**config.mk**
```make
export PLATFORM = sky130hd
export DESIGN_NAME = siv_top
export DESIGN_NICKNAME = d
export VERILOG_FILES = /design/src/siv_pkg.sv /design/src/siv_flags.sv /design/src/siv_prio.sv /design/src/siv_top.sv
export VERILOG_INCLUDE_DIRS = /design/src
export SDC_FILE = /design/constraint.sdc
export NUM_CORES = 1
export LEC_CHECK = 0
export ABC_AREA = 1
export BUFFER_PORTS_ARGS = -buffer_cell sky130_fd_sc_hd__buf_2
export CORE_MARGIN = 8
export CORE_UTILIZATION = 46
export DETAILED_ROUTE_END_ITERATION = 8
export PLACE_DENSITY = 0.78
export SLEW_MARGIN = 0
export SYNTH_ARGS = -nofsm -noshare
export SYNTH_HDL_FRONTEND = slang
export SYNTH_HIERARCHICAL = 1
export SYNTH_SLANG_ARGS = --single-unit
export TNS_END_PERCENT = 5
```
**constraint.sdc**
```tcl
create_clock -name clock -period 1.9 [get_ports clock]
set_clock_uncertainty 0.1 [all_clocks]
set_input_delay 0.095 -clock clock [delete_from_list [all_inputs] [get_ports clock]]
set_output_delay 0.095 -clock clock [all_outputs]
set_load 0.005 [all_outputs]
```
**src/siv_cfg.svh**
```systemverilog
// Purpose: offsets, field positions, reset values and codes of the line-1 vector block
// Assumes: byte offsets on an 8-bit register port with 32-bit data
// Notes: definitions only
`ifndef SIV_CFG_SVH
`define SIV_CFG_SVH

// register byte offsets
`define SIV_OFS_ENABLE 8'h00
`define SIV_OFS_LEVEL 8'h04
`define SIV_OFS_FLAG 8'h08
`define SIV_OFS_VECTOR 8'h0c
`define SIV_OFS_IRQ_STAT 8'h10
`define SIV_OFS_IRQ_MASK 8'h14

// source bit positions in enable, level and flag registers
`define SIV_ERR_LSB 0
`define SIV_ERR_W 4
`define SIV_BIT_OVR 6
`define SIV_BIT_RX 8
`define SIV_BIT_ERR_LVL 0
`define SIV_BUF_LSB 12
`define SIV_BUF_W 4

// vector field position and codes
`define SIV_VEC_LSB 1
`define SIV_VEC_W 5
`define SIV_VEC_NONE 5'h00
`define SIV_VEC_ERR 5'h11
`define SIV_VEC_RX 5'h12
`define SIV_VEC_OVR 5'h13

// irq status and mask bit positions
`define SIV_IRQ_W 3
`define SIV_IRQ_OVR 0
`define SIV_IRQ_RX 1
`define SIV_IRQ_ERR 2

// reset values
`define SIV_RST_WORD 32'h0000_0000
`define SIV_RST_FLAGS 9'h000

`endif

```
**src/siv_pkg.sv**
```systemverilog
// Purpose: types shared by the line-1 vector block
// Assumes: siv_cfg.svh holds the numbers
// Notes: vector codes as an enum
`include "siv_cfg.svh"

package siv_pkg;
  typedef enum logic [4:0] {
    SIV_NONE = `SIV_VEC_NONE,
    SIV_ERR = `SIV_VEC_ERR,
    SIV_RX = `SIV_VEC_RX,
    SIV_OVR = `SIV_VEC_OVR
  } siv_vec_t;

  typedef logic [7:0] siv_addr_t;
  typedef logic [31:0] siv_word_t;
endpackage : siv_pkg

```
**src/siv_flags.sv**
```systemverilog
// Purpose: bank of sticky flags with per-bit set and clear
// Assumes: synchronous active-low reset
// Notes: set wins over clear in the same cycle
`include "siv_cfg.svh"

module siv_flags #(
  parameter int W = 3
) (
  // clock and reset
  input wire logic clock,
  input wire logic rst_n,
  // set and clear requests
  input wire logic [W-1:0] set,
  input wire logic [W-1:0] clr,
  // flag state
  output logic [W-1:0] q
);

  // an event landing on the clearing cycle must survive
  always_ff @(posedge clock) begin
    if (!rst_n) begin
      q <= '0;
    end else begin
      q <= (q & ~clr) | set;
    end
  end

endmodule : siv_flags

```
**src/siv_prio.sv**
```systemverilog
// Purpose: picks the vector of the highest-ranked pending source
// Assumes: pending inputs already gated by enable and line routing
// Notes: purely combinational
`include "siv_cfg.svh"

module siv_prio (
  // pending sources
  input wire logic ovr_pend,
  input wire logic rx_pend,
  input wire logic err_pend,
  // chosen code
  output siv_pkg::siv_vec_t vec
);

  always_comb begin
    if (ovr_pend) begin
      vec = siv_pkg::SIV_OVR;
    end else if (rx_pend) begin
      vec = siv_pkg::SIV_RX;
    end else if (err_pend) begin
      vec = siv_pkg::SIV_ERR;
    end else begin
      vec = siv_pkg::SIV_NONE;
    end
  end

endmodule : siv_prio

```
**src/siv_top.sv**
```systemverilog
// Purpose: line-1 interrupt vector register with its flag, enable and routing state
// Assumes: register port strobes one cycle, never both at once
// Notes: read data stand one cycle after the read strobe
`include "siv_cfg.svh"

module siv_top (
  // clock and reset
  input wire logic clock,
  input wire logic rst_n,
  // register port
  input wire logic [7:0] addr,
  input wire logic [31:0] wdata,
  input wire logic wr_en,
  input wire logic rd_en,
  output logic [31:0] rdata,
  // events from the serial core
  input wire logic rx_evt,
  input wire logic ovr_evt,
  input wire logic [3:0] err_evt,
  input wire logic [3:0] err_buffer,
  // interrupt outputs
  output logic second_interrupt_output,
  output logic irq
);

  // register state
  logic [31:0] enable_reg;
  logic [31:0] level_reg;
  logic [`SIV_IRQ_W-1:0] irq_mask_reg;
  logic [`SIV_BUF_W-1:0] err_buf_reg;
  logic [31:0] rdata_reg;
  logic line1_reg;
  logic irq_reg;

  // flag bank: bits 3..0 error types, 4 overrun, 5 receive
  logic [5:0] flag_set;
  logic [5:0] flag_clr;
  logic [5:0] flag_q;
  logic [`SIV_IRQ_W-1:0] stat_set;
  logic [`SIV_IRQ_W-1:0] stat_clr;
  logic [`SIV_IRQ_W-1:0] stat_q;

  // decode
  logic wr_enable;
  logic wr_level;
  logic wr_flag;
  logic wr_mask;
  logic rd_vector;
  logic rd_stat;

  // flag bank fields and line-1 routing
  logic [3:0] flag_err;
  logic flag_ovr;
  logic flag_rx;
  logic [3:0] err_hit;
  logic ovr_route;
  logic rx_route;
  logic err_route;

  // gated pending terms
  logic ovr_pend;
  logic rx_pend;
  logic err_pend;
  siv_pkg::siv_vec_t vec_now;

  // clear sources and next values
  logic [5:0] wr_clr;
  logic [5:0] rd_clr;
  logic [`SIV_IRQ_W-1:0] stat_next;
  logic [31:0] rdata_next;
  logic line1_next;
  logic irq_next;

  function automatic logic hit(input logic [7:0] a, input logic [7:0] ofs);
    hit = (a == ofs);
  endfunction : hit

  // packs per-source fields into the shared enable, level and flag layout
  function automatic logic [31:0] src_word(input logic [3:0] e, input logic o, input logic r);
    src_word = 32'h0000_0000;
    src_word[`SIV_ERR_LSB +: `SIV_ERR_W] = e;
    src_word[`SIV_BIT_OVR] = o;
    src_word[`SIV_BIT_RX] = r;
  endfunction : src_word

  // code in bits 5..1, every other bit reads zero
  function automatic logic [31:0] vec_word(input siv_pkg::siv_vec_t v);
    vec_word = 32'h0000_0000;
    vec_word[`SIV_VEC_LSB +: `SIV_VEC_W] = v;
  endfunction : vec_word

  assign wr_enable = wr_en && hit(addr, `SIV_OFS_ENABLE);
  assign wr_level = wr_en && hit(addr, `SIV_OFS_LEVEL);
  assign wr_flag = wr_en && hit(addr, `SIV_OFS_FLAG);
  assign wr_mask = wr_en && hit(addr, `SIV_OFS_IRQ_MASK);
  assign rd_vector = rd_en && hit(addr, `SIV_OFS_VECTOR);
  assign rd_stat = rd_en && hit(addr, `SIV_OFS_IRQ_STAT);

  // enable register: error enables, overrun and receive enables
  always_ff @(posedge clock) begin
    if (!rst_n) begin
      enable_reg <= `SIV_RST_WORD;
    end else if (wr_enable) begin
      enable_reg <= 32'h0000_0000;
      enable_reg[`SIV_ERR_LSB +: `SIV_ERR_W] <= wdata[`SIV_ERR_LSB +: `SIV_ERR_W];
      enable_reg[`SIV_BIT_OVR] <= wdata[`SIV_BIT_OVR];
      enable_reg[`SIV_BIT_RX] <= wdata[`SIV_BIT_RX];
    end
  end

  // level register: a one routes the source to line 1
  always_ff @(posedge clock) begin
    if (!rst_n) begin
      level_reg <= `SIV_RST_WORD;
    end else if (wr_level) begin
      level_reg <= 32'h0000_0000;
      level_reg[`SIV_BIT_ERR_LVL] <= wdata[`SIV_BIT_ERR_LVL];
      level_reg[`SIV_BIT_OVR] <= wdata[`SIV_BIT_OVR];
      level_reg[`SIV_BIT_RX] <= wdata[`SIV_BIT_RX];
    end
  end

  // interrupt mask
  always_ff @(posedge clock) begin
    if (!rst_n) begin
      irq_mask_reg <= '0;
    end else if (wr_mask) begin
      irq_mask_reg <= wdata[`SIV_IRQ_W-1:0];
    end
  end

  // buffer of the last error, kept for software to examine
  always_ff @(posedge clock) begin
    if (!rst_n) begin
      err_buf_reg <= '0;
    end else if (|err_evt) begin
      err_buf_reg <= err_buffer;
    end
  end

  // named views of the flag bank
  assign flag_err = flag_q[3:0];
  assign flag_ovr = flag_q[4];
  assign flag_rx = flag_q[5];

  // a source counts for line 1 only when enabled and routed here
  assign ovr_route = enable_reg[`SIV_BIT_OVR] && level_reg[`SIV_BIT_OVR];
  assign rx_route = enable_reg[`SIV_BIT_RX] && level_reg[`SIV_BIT_RX];
  assign err_route = level_reg[`SIV_BIT_ERR_LVL];
  // error types share one routing bit, each type has its own enable
  assign err_hit = flag_err & enable_reg[`SIV_ERR_LSB +: `SIV_ERR_W];

  // gate by enable and line routing
  assign ovr_pend = flag_ovr && ovr_route;
  assign rx_pend = flag_rx && rx_route;
  assign err_pend = (|err_hit) && err_route;

  siv_prio u_prio (
    .ovr_pend(ovr_pend),
    .rx_pend(rx_pend),
    .err_pend(err_pend),
    .vec(vec_now)
  );

  // write-one clears from software
  always_comb begin
    wr_clr = 6'h00;
    if (wr_flag) begin
      wr_clr[3:0] = wdata[`SIV_ERR_LSB +: `SIV_ERR_W];
      wr_clr[4] = wdata[`SIV_BIT_OVR];
      wr_clr[5] = wdata[`SIV_BIT_RX];
    end
  end

  // decided on the live code so back-to-back reads never clear twice
  always_comb begin
    rd_clr = 6'h00;
    if (rd_vector && vec_now == siv_pkg::SIV_OVR) begin
      rd_clr[4] = 1'b1;
    end
    if (rd_vector && vec_now == siv_pkg::SIV_RX) begin
      rd_clr[5] = 1'b1;
    end
    // error flags stay until software clears them
    if (rd_vector && vec_now == siv_pkg::SIV_ERR) begin
      rd_clr[3:0] = 4'h0;
    end
  end

  // events set; a set wins over a clear in the same cycle
  always_comb begin
    flag_set = {rx_evt, ovr_evt, err_evt};
    flag_clr = wr_clr | rd_clr;
  end

  siv_flags #(.W(6)) u_flags (
    .clock(clock),
    .rst_n(rst_n),
    .set(flag_set),
    .clr(flag_clr),
    .q(flag_q)
  );

  // sticky event status, cleared by reading it
  always_comb begin
    stat_set = '0;
    stat_set[`SIV_IRQ_OVR] = ovr_evt;
    stat_set[`SIV_IRQ_RX] = rx_evt;
    stat_set[`SIV_IRQ_ERR] = |err_evt;
    stat_clr = rd_stat ? {`SIV_IRQ_W{1'b1}} : '0;
  end

  // same value the status bank takes at this edge
  assign stat_next = (stat_q & ~stat_clr) | stat_set;

  siv_flags #(.W(`SIV_IRQ_W)) u_stat (
    .clock(clock),
    .rst_n(rst_n),
    .set(stat_set),
    .clr(stat_clr),
    .q(stat_q)
  );

  // read mux; unmapped offsets and unwritable bits give zero, except the error buffer in enable bits 15..12
  always_comb begin
    rdata_next = 32'h0000_0000;
    if (rd_en) begin
      case (addr)
        `SIV_OFS_ENABLE: begin
          rdata_next = enable_reg;
          rdata_next[`SIV_BUF_LSB +: `SIV_BUF_W] = err_buf_reg;
        end
        `SIV_OFS_LEVEL: begin
          rdata_next = level_reg;
        end
        `SIV_OFS_FLAG: begin
          rdata_next = src_word(flag_err, flag_ovr, flag_rx);
        end
        `SIV_OFS_VECTOR: begin
          rdata_next = vec_word(vec_now);
        end
        `SIV_OFS_IRQ_STAT: begin
          rdata_next[`SIV_IRQ_W-1:0] = stat_q;
        end
        `SIV_OFS_IRQ_MASK: begin
          rdata_next[`SIV_IRQ_W-1:0] = irq_mask_reg;
        end
        default: begin
          rdata_next = 32'h0000_0000;
        end
      endcase
    end
  end

  // read data stand one cycle after the strobe, zero elsewhere
  always_ff @(posedge clock) begin
    if (!rst_n) begin
      rdata_reg <= `SIV_RST_WORD;
    end else begin
      rdata_reg <= rdata_next;
    end
  end

  // line 1 output follows the live vector one cycle late
  assign line1_next = (vec_now != siv_pkg::SIV_NONE);

  always_ff @(posedge clock) begin
    if (!rst_n) begin
      line1_reg <= 1'b0;
    end else begin
      line1_reg <= line1_next;
    end
  end

  // irq rises with the status bit; a mask write takes hold one edge later
  assign irq_next = |(stat_next & irq_mask_reg);

  always_ff @(posedge clock) begin
    if (!rst_n) begin
      irq_reg <= 1'b0;
    end else begin
      irq_reg <= irq_next;
    end
  end

  assign rdata = rdata_reg;
  assign second_interrupt_output = line1_reg;
  assign irq = irq_reg;

endmodule : siv_top

```
==> results of run 1 <==
-- worst paths after layout --
check | from | endpoint | slack [ns] | cells after the start
setup / recovery | u_flags/q[2] | u_flags/q[5] | 0.25 | 11
hold / removal | wdata[2] | enable_reg[2] | 0.02 | 3
hold reg to reg | err_buf_reg[0] | rdata[12] | 0.34 | 2
setup reg to reg | u_flags/q[2] | u_flags/q[5] | 0.25 | 11
-- synth_stat cells --
master	instances	area share
sky130_fd_sc_hd__buf_4	23	0.088
sky130_fd_sc_hd__dfxtp_1	39	0.40
sky130_fd_sc_hd__nand2_2	1	0.0032
sky130_fd_sc_hd__or2_2	1	0.0032
sky130_fd_sc_hd__nor2_2	1	0.0032
sky130_fd_sc_hd__clkinv_4	1	0.0045
sky130_fd_sc_hd__nand3_2	2	0.010
sky130_fd_sc_hd__nand2_1	59	0.11
sky130_fd_sc_hd__nor2_1	37	0.071
sky130_fd_sc_hd__inv_2	4	0.0077
sky130_fd_sc_hd__o21ai_0	20	0.051
sky130_fd_sc_hd__nand3_1	12	0.031
sky130_fd_sc_hd__nor3_2	1	0.0051
sky130_fd_sc_hd__nor2_4	1	0.0058
sky130_fd_sc_hd__a21oi_1	24	0.061
sky130_fd_sc_hd__conb_1	2	0.0038
sky130_fd_sc_hd__nor3_1	2	0.0051
sky130_fd_sc_hd__a41oi_1	1	0.0045
sky130_fd_sc_hd__nand2_4	2	0.012
sky130_fd_sc_hd__inv_1	53	0.10
sky130_fd_sc_hd__o21ai_1	1	0.0026
sky130_fd_sc_hd__and3_1	2	0.0064
sky130_fd_sc_hd__o22ai_1	1	0.0032
sky130_fd_sc_hd__o41ai_1	1	0.0045
-- per-stage QoR --
stage	utilization	std cells	hold slack [ns]
3_3_place_gp	0.5245	379	0.2316
6_report	0.5880	402	0.01676
3_5_place_dp	0.5245	379	0.2377
4_1_cts	0.5862	402	0.005357
2_1_floorplan	-	311	0.1273
5_1_grt	0.5880	402	0.01411
-- per-layer routing --
| metal | part of all wire | GRT usage | wire, microns |
|---|---|---|---|
| met3 | 0.10 | 0.04967 | 504 |
| met1 | 0.44 | 0.1768 | 2110 |
| met2 | 0.44 | 0.2566 | 2134 |
| met5 | 0 | 0 | 0 |
| met4 | 0.015 | 0.06964 | 72 |
-- cell type report --
cell class,count,share of cell area
well taps,50,0.02622
multi-input cells,191,0.3623
clock buffers,8,0.04195
repair buffers,56,0.1489
flip-flops and latches,39,0.3272
inverters,58,0.09334
-- timing repair --
action                                  4_1_cts  5_1_grt
endpoints found under the hold margin        17        0
endpoints found under the setup margin        0        2
gates resized for setup                       0        1
hold buffers                                 15        0
-- report_power, final --
group | total (mW) | switching, mW | internal, mW | leakage, nW
Clock | 0.610 | 0.279 | 0.331 | 0.0515
Sequential | 0.852 | 0.0142 | 0.838 | 0.319
Combinational | 0.153 | 0.0873 | 0.0655 | 0.839
Total | 1.62 | 0.381 | 1.23 | 1.21
-- critical path, delay by kind of cell (launching register included) --
family	cells	cell delay [ns]
AO/OA/AOI/OAI	3	0.46
buffers and inverters	1	0.05
flip-flops	1	0.37
AND/OR/NAND/NOR	7	0.56
-- kinds of logic after synthesis --
| family | count (synthesis) |
|---|---|
| compound gates | 48 |
| buf+inv | 81 |
| flops | 39 |
| other cells | 2 |
| simple gates | 121 |
==> results.txt, run 1 <==
----------------------------------------------------
[Synth]
  Post-synthesis adder-cell area fraction ... 0
  Combinational family with the most area after synthesis ... simple AND/OR/NAND/NOR gates
  Syn Std Cell Area ... about 0.002 sq mm
  Yosys cell types ... 24
  Multiplexer share of the synthesized area ... 0
  Number of instances in the synthesized netlist ... just under 300
  Post-synthesis sequential element count ... 39
  Compound-cell area share of the yosys netlist ... 0.1272
  Share of synthesized cell area in and, or, nand and nor gates ... 0.2684
  Share of the yosys chip area belonging to registers ... 0.3987
  Mean instance size in the synthesized netlist ... a little under 7 sq um
  Number of warnings reported in the yosys synthesis log ... 6
  Post-Synth XOR/XNOR Area ... 0

[Setup path]
  Category of the critical setup timing path ... reg2reg
  Maximum cell stage delay along the critical path ... between 0.3 and 0.4 ns
  Critical path's slowest cell ... sky130_fd_sc_hd__dfxtp_1
  CP arrival ... approximately 1.7 ns
  Sequence of cells on the critical path ... nand2_1, a41oi_2, nor2_1, nand2_1, nand2_1, nor2_1, nand3_1, o21ai_0, inv_1, nand2_1, a21oi_1
  Highest net fanout along the worst path ... 3
  Endpoint kind of the worst setup timing path ... flip-flop
  Most frequent CP cell ... sky130_fd_sc_hd__nand2_1
  Crit path launch type ... flip-flop
  Required time at the worst-slack endpoint ... 1.99 ns

[Layout]
  Area overhead of the layout relative to synthesis ... 21.85%
  Share of final-layout standard cells stronger than drive strength 1 ... 0.1790
  Total number of nets in the final design ... a little over 400
  Highest-count cells in the layout ignoring fill and taps ... 59 x sky130_fd_sc_hd__nand2_1, 53 x sky130_fd_sc_hd__inv_1, 41 x sky130_fd_sc_hd__buf_2
  Final std cell area, no fill ... 0.002386 sq mm
  Area of all sequential standard cells ... approximately 780 sq um
  Commonest non-fill, non-tap cell in the layout ... sky130_fd_sc_hd__nand2_1
  Antenna diode count ... 0
  Largest register FFs ... 12
  Count of fill cells added during filler insertion ... just over 400
  Area taken by multi-input logic gates ... 864.6 sq um

[Run status]
  Result of the run ... completed

[Clock network]
  Clk Latency, worst-skew pair ... 0.29 ns
  Clock tree from TritonCTS ... done
  Buffers inserted during post-CTS setup optimization ... 0
  Number of clock sinks ... 39
  Number of H-tree levels ... 2
  Clock transition at path regs ... about 0.070 ns
  Clock tree root driver cell ... sky130_fd_sc_hd__clkbuf_8
  Maximum clock insertion buffer count ... 2
  Inserted Clock Buffers ... 5

[STA]
  Final max-slew violation count ... 0
  PnR worst setup slack ... between 0.2 and 0.3 ns
  Min Clock Period, post-route ... ~1.6 ns
  Number of setup violations in the final report ... 0
  Total negative slack for setup checks ... 0 ns
  Final cycle utilization of the critical path ... 0.8666
  RSZ-0062 raised after global routing ... no
  Number of endpoints with negative hold slack in the final report ... 0
  Peak Freq ... about 610 MHz

[Floorplanning]
  Standard-cell row count ... 23
  Num ports ... slightly below 90
  Die footprint ... 0.006601 sq mm
  Starting Density ... 0.4826
  Core area ... 0.004058 sq mm
  Chip width ... between 80 and 90 microns
  Die boundary height ... slightly above 80 microns

[GRT]
  First-pass GRT wire length ... between 7 and 8 mm
  Overall routing resource usage ... 0.1543
  Number of antenna violations at the first check in global routing ... 0
  Via count of the first global-routing pass ... 1820
  Pin count of the biggest net entering global routing ... 20
  Total grt overflow ... 0

[Worst hold path]
  Kind of path behind the tightest hold check ... in2reg

[Route]
  TritonRoute pass-1 iters ... 4
  DRC violations left ... 0
  Via count ... 1840
  Count of antenna-violating nets left after detailed routing ... 0
  Final Routed Wirelength ... around 4.8 mm
  Violation count after the first detailed-route iteration ... approximately 110
  WL per Instance ... between 10 and 15 microns
  Routed via count divided by cell count ... around 4.6

[Flow run]
  Max Cap Viol ... 0

[Place]
  Area after DPL ... 0.002128 sq mm
  Port Buf Inserts ... 41
  Global placer's final weighted congestion ... slightly below 0.9
  DP HPWL ... 3.674 mm
  Post-placement setup slack ... about 0.21 ns

[Power]
  PnR Total Power ... between 1.5 and 2 mW
  Maximum ir drop on the vdd rail ... between 300 and 400 uV
  Static power due to leakage ... approximately 1.2 nW
  Power per Cell Area ... 677.0 mW/mm^2

----------------------------------------------------
Note: power is estimated with default switching activity, not from simulation.
==> run 2: changes to the inputs <==
--- a/config.mk
+++ b/config.mk
@@ -11,6 +11,7 @@
 export CORE_MARGIN = 8
 export CORE_UTILIZATION = 46
 export DETAILED_ROUTE_END_ITERATION = 8
+export HOLD_SLACK_MARGIN = 0.03
 export PLACE_DENSITY = 0.78
 export SLEW_MARGIN = 0
 export SYNTH_ARGS = -nofsm -noshare
==> results.txt, run 2 (synthesis results as in run 1) <==
----------------------------------------------------
[Flow run]
  Max Cap Viol ... 0 (unchanged)

[Power]
  Cell internal pwr ... 1.236 mW (+0.11%)
  Net switching component of the power ... 0.3800 mW (-0.22%)
  Static power due to leakage ... 1.213 nW (+0.35%)
  Maximum ir drop on the vdd rail ... 343.0 uV (-0.57%)
  Proportion of total power due to net switching ... 0.2351 (-0.0005928)
  Fraction of power consumed by the clock network ... 0.377 (about the same)
  Combinational Power Share ... 0.095 (about the same)
  Power per Cell Area ... 674.4 mW/mm^2 (-0.39%)
  Reg power frac ... 0.527 (about the same)
  PnR Total Power ... 1.616 mW (about the same)

[STA]
  Peak Freq ... 605.6 MHz (-0.30%)
  RSZ-0062 raised after global routing ... no
  Total negative slack for setup checks ... 0 ns (unchanged)
  Min Clock Period, post-route ... 1.651 ns (+0.004894 ns)
  Final max-slew violation count ... 0 (unchanged)
  Final cycle utilization of the critical path ... 0.8691 (+0.002576)
  Number of setup violations in the final report ... 0 (unchanged)
  PnR worst setup slack ... 0.2486 ns (-0.004894 ns)
  Final hold slack ... 0.06287 ns (+0.04610 ns)
  Number of endpoints with negative hold slack in the final report ... 0 (unchanged)

[Place]
  DP HPWL ... 3.674 mm (unchanged)
  Port Buf Inserts ... 41 (unchanged)
  Global placer's final weighted congestion ... 0.8952 (unchanged)
  Post-placement setup slack ... 0.2064 ns (unchanged)
  Number of instances in the placed design ... 379 (unchanged)
  Area after DPL ... 0.002128 sq mm (unchanged)

[Setup path]
  Category of the critical setup timing path ... reg2reg
  Highest net fanout along the worst path ... 3 (unchanged)
  Critical path's slowest cell ... sky130_fd_sc_hd__dfxtp_1
  Critical path capture point ... u_flags/q[4]
  Endpoint kind of the worst setup timing path ... flip-flop
  FF-to-FF path depth ... 11 (unchanged)
  Crit path launch type ... flip-flop
  Setup slack of the most critical reg-to-reg path ... 0.25 ns (about the same)
  Maximum cell stage delay along the critical path ... 0.37 ns (about the same)
  Required time at the worst-slack endpoint ... 1.99 ns (about the same)
  Reg2Reg Capture Point ... u_flags/q[4]
  Reg2reg start ... u_flags/q[2]
  Most frequent CP cell ... sky130_fd_sc_hd__nand2_1
  Sequence of cells on the critical path ... nand2_1, a41oi_2, nor2_1, nand2_1, nand2_1, nor2_1, nand3_1, o21ai_0, inv_1, nand2_1, a21oi_1
  CP arrival ... 1.74 ns (about the same)
  Critical Path Start ... u_flags/q[2]

[GRT]
  Via count of the first global-routing pass ... 1840 (+1.1%)
  First-pass GRT wire length ... 8.017 mm (+0.34%)
  Total grt overflow ... 0 (unchanged)
  Pin count of the biggest net entering global routing ... 20 (unchanged)
  Number of antenna violations at the first check in global routing ... 0 (unchanged)
  Overall routing resource usage ... 0.1545 (+0.0002279)

[Layout]
  Antenna diode count ... 0 (unchanged)
  Highest-count cells in the layout ignoring fill and taps ... 59 x sky130_fd_sc_hd__nand2_1, 53 x sky130_fd_sc_hd__inv_1, 41 x sky130_fd_sc_hd__buf_2
  Commonest non-fill, non-tap cell in the layout ... sky130_fd_sc_hd__nand2_1
  Final std cell area, no fill ... 0.002396 sq mm (+0.42%)
  Largest register FFs ... 12 (unchanged)
  Count of fill cells added during filler insertion ... 405 (-0.49%)
  Total number of nets in the final design ... 406 (+0.25%)
  Share of final-layout standard cells stronger than drive strength 1 ... 0.1785 (-0.0005070)
  Post-route insts no fill ... 403 (+0.25%)
  Share of the core filled with cells in the final layout ... 0.5905 (+0.002467)
  Area overhead of the layout relative to synthesis ... 22.36%

[Route]
  Final Routed Wirelength ... 4.795 mm (-0.56%)
  WL per Instance ... 11.90 microns (-0.81%)
  Via count ... 1827 (-0.71%)
  Routed via count divided by cell count ... 4.533 (-0.95%)
  Count of antenna-violating nets left after detailed routing ... 0 (unchanged)
  TritonRoute pass-1 iters ... 4 (unchanged)
  DRC violations left ... 0 (unchanged)
  Violation count after the first detailed-route iteration ... 107 (unchanged)

[Run status]
  Result of the run ... completed

[Clock network]
  Maximum clock insertion buffer count ... 2 (unchanged)
  Number of clock sinks ... 39 (unchanged)
  Clock tree root driver cell ... sky130_fd_sc_hd__clkbuf_8
  Number of H-tree levels ... 2 (unchanged)
  Clock tree from TritonCTS ... done
  Inserted Clock Buffers ... 5 (unchanged)
  Buffers inserted during post-CTS setup optimization ... 0 (unchanged)
  Clk Latency, worst-skew pair ... 0.29 ns (about the same)
  Clock transition at path regs ... 0.07 ns (about the same)

[Floorplanning]
  Standard-cell row count ... 23 (unchanged)
  Starting Density ... 0.4826 (unchanged)
  Num ports ... 88 (unchanged)
  Die boundary height ... 81.25 microns (unchanged)
  Core area ... 0.004058 sq mm (unchanged)
  Chip width ... 81.25 microns (unchanged)
  Die footprint ... 0.006601 sq mm (unchanged)

[Worst hold path]
  Kind of path behind the tightest hold check ... in2reg

----------------------------------------------------
## run 2: changes by cell type in the layout (fill, tap and decap cells not counted), sizes merged
| cell | before | now |
|---|---|---|
| dlygate4sd3 | 15 | 16 |
## run 2: timing repair
action | CTS | global route
setup endpoints to repair | 0 | 2
hold buffers | 16 | 0
endpoints found under the hold margin | 21 | 0
gates resized for setup | 0 | 1
## run 2: metal layers
| layer | share of wire | track usage |
|---|---|---|
| met3 | 0.097 | 0.05188 |
| met1 | 0.45 | 0.1755 |
| met5 | 0 | 0 |
| met4 | 0.015 | 0.06964 |
| met2 | 0.44 | 0.2574 |
## run 2: how the worst min path moves through the flow
stage	start	to	cells past startpoint
floorplan	ovr_evt	u_stat/q[0]	2
detailed placement	err_buffer[1]	err_buf_reg[1]	3
global route	rd_en	rdata[2]	3
global placement	err_buffer[2]	err_buf_reg[2]	3
CTS	wr_en	enable_reg[0]	3
finish	wr_en	enable_reg[0]	3
## run 2: power groups by stage
stage | Combinational [mW] | Clock (mW) | Sequential [mW]
2_1_floorplan | 0.103 | 0 | 0.866
3_5_place_dp | 0.125 | 0 | 0.870
3_3_place_gp | 0.122 | 0 | 0.870
5_1_grt | 0.176 | 0.663 | 0.854
6_report | 0.154 | 0.609 | 0.852
4_1_cts | 0.151 | 0.625 | 0.852
## run 2: cell type report
cell class              count  area, sq um  share of cell area
well taps                  50        62.56             0.02611
repair buffers             57        365.4              0.1525
inverters                  58        222.7             0.09295
clock buffers               8        100.1             0.04178
flip-flops and latches     39        780.7              0.3258
multi-input cells         191        864.6              0.3608
## run 2: critical path: cells and delay by family, from the launching register on
family / cells / cell delay, ns
buffers and inverters: 1 / 0.06
AND/OR/NAND/NOR: 7 / 0.55
AO/OA/AOI/OAI: 3 / 0.46
flip-flops: 1 / 0.37
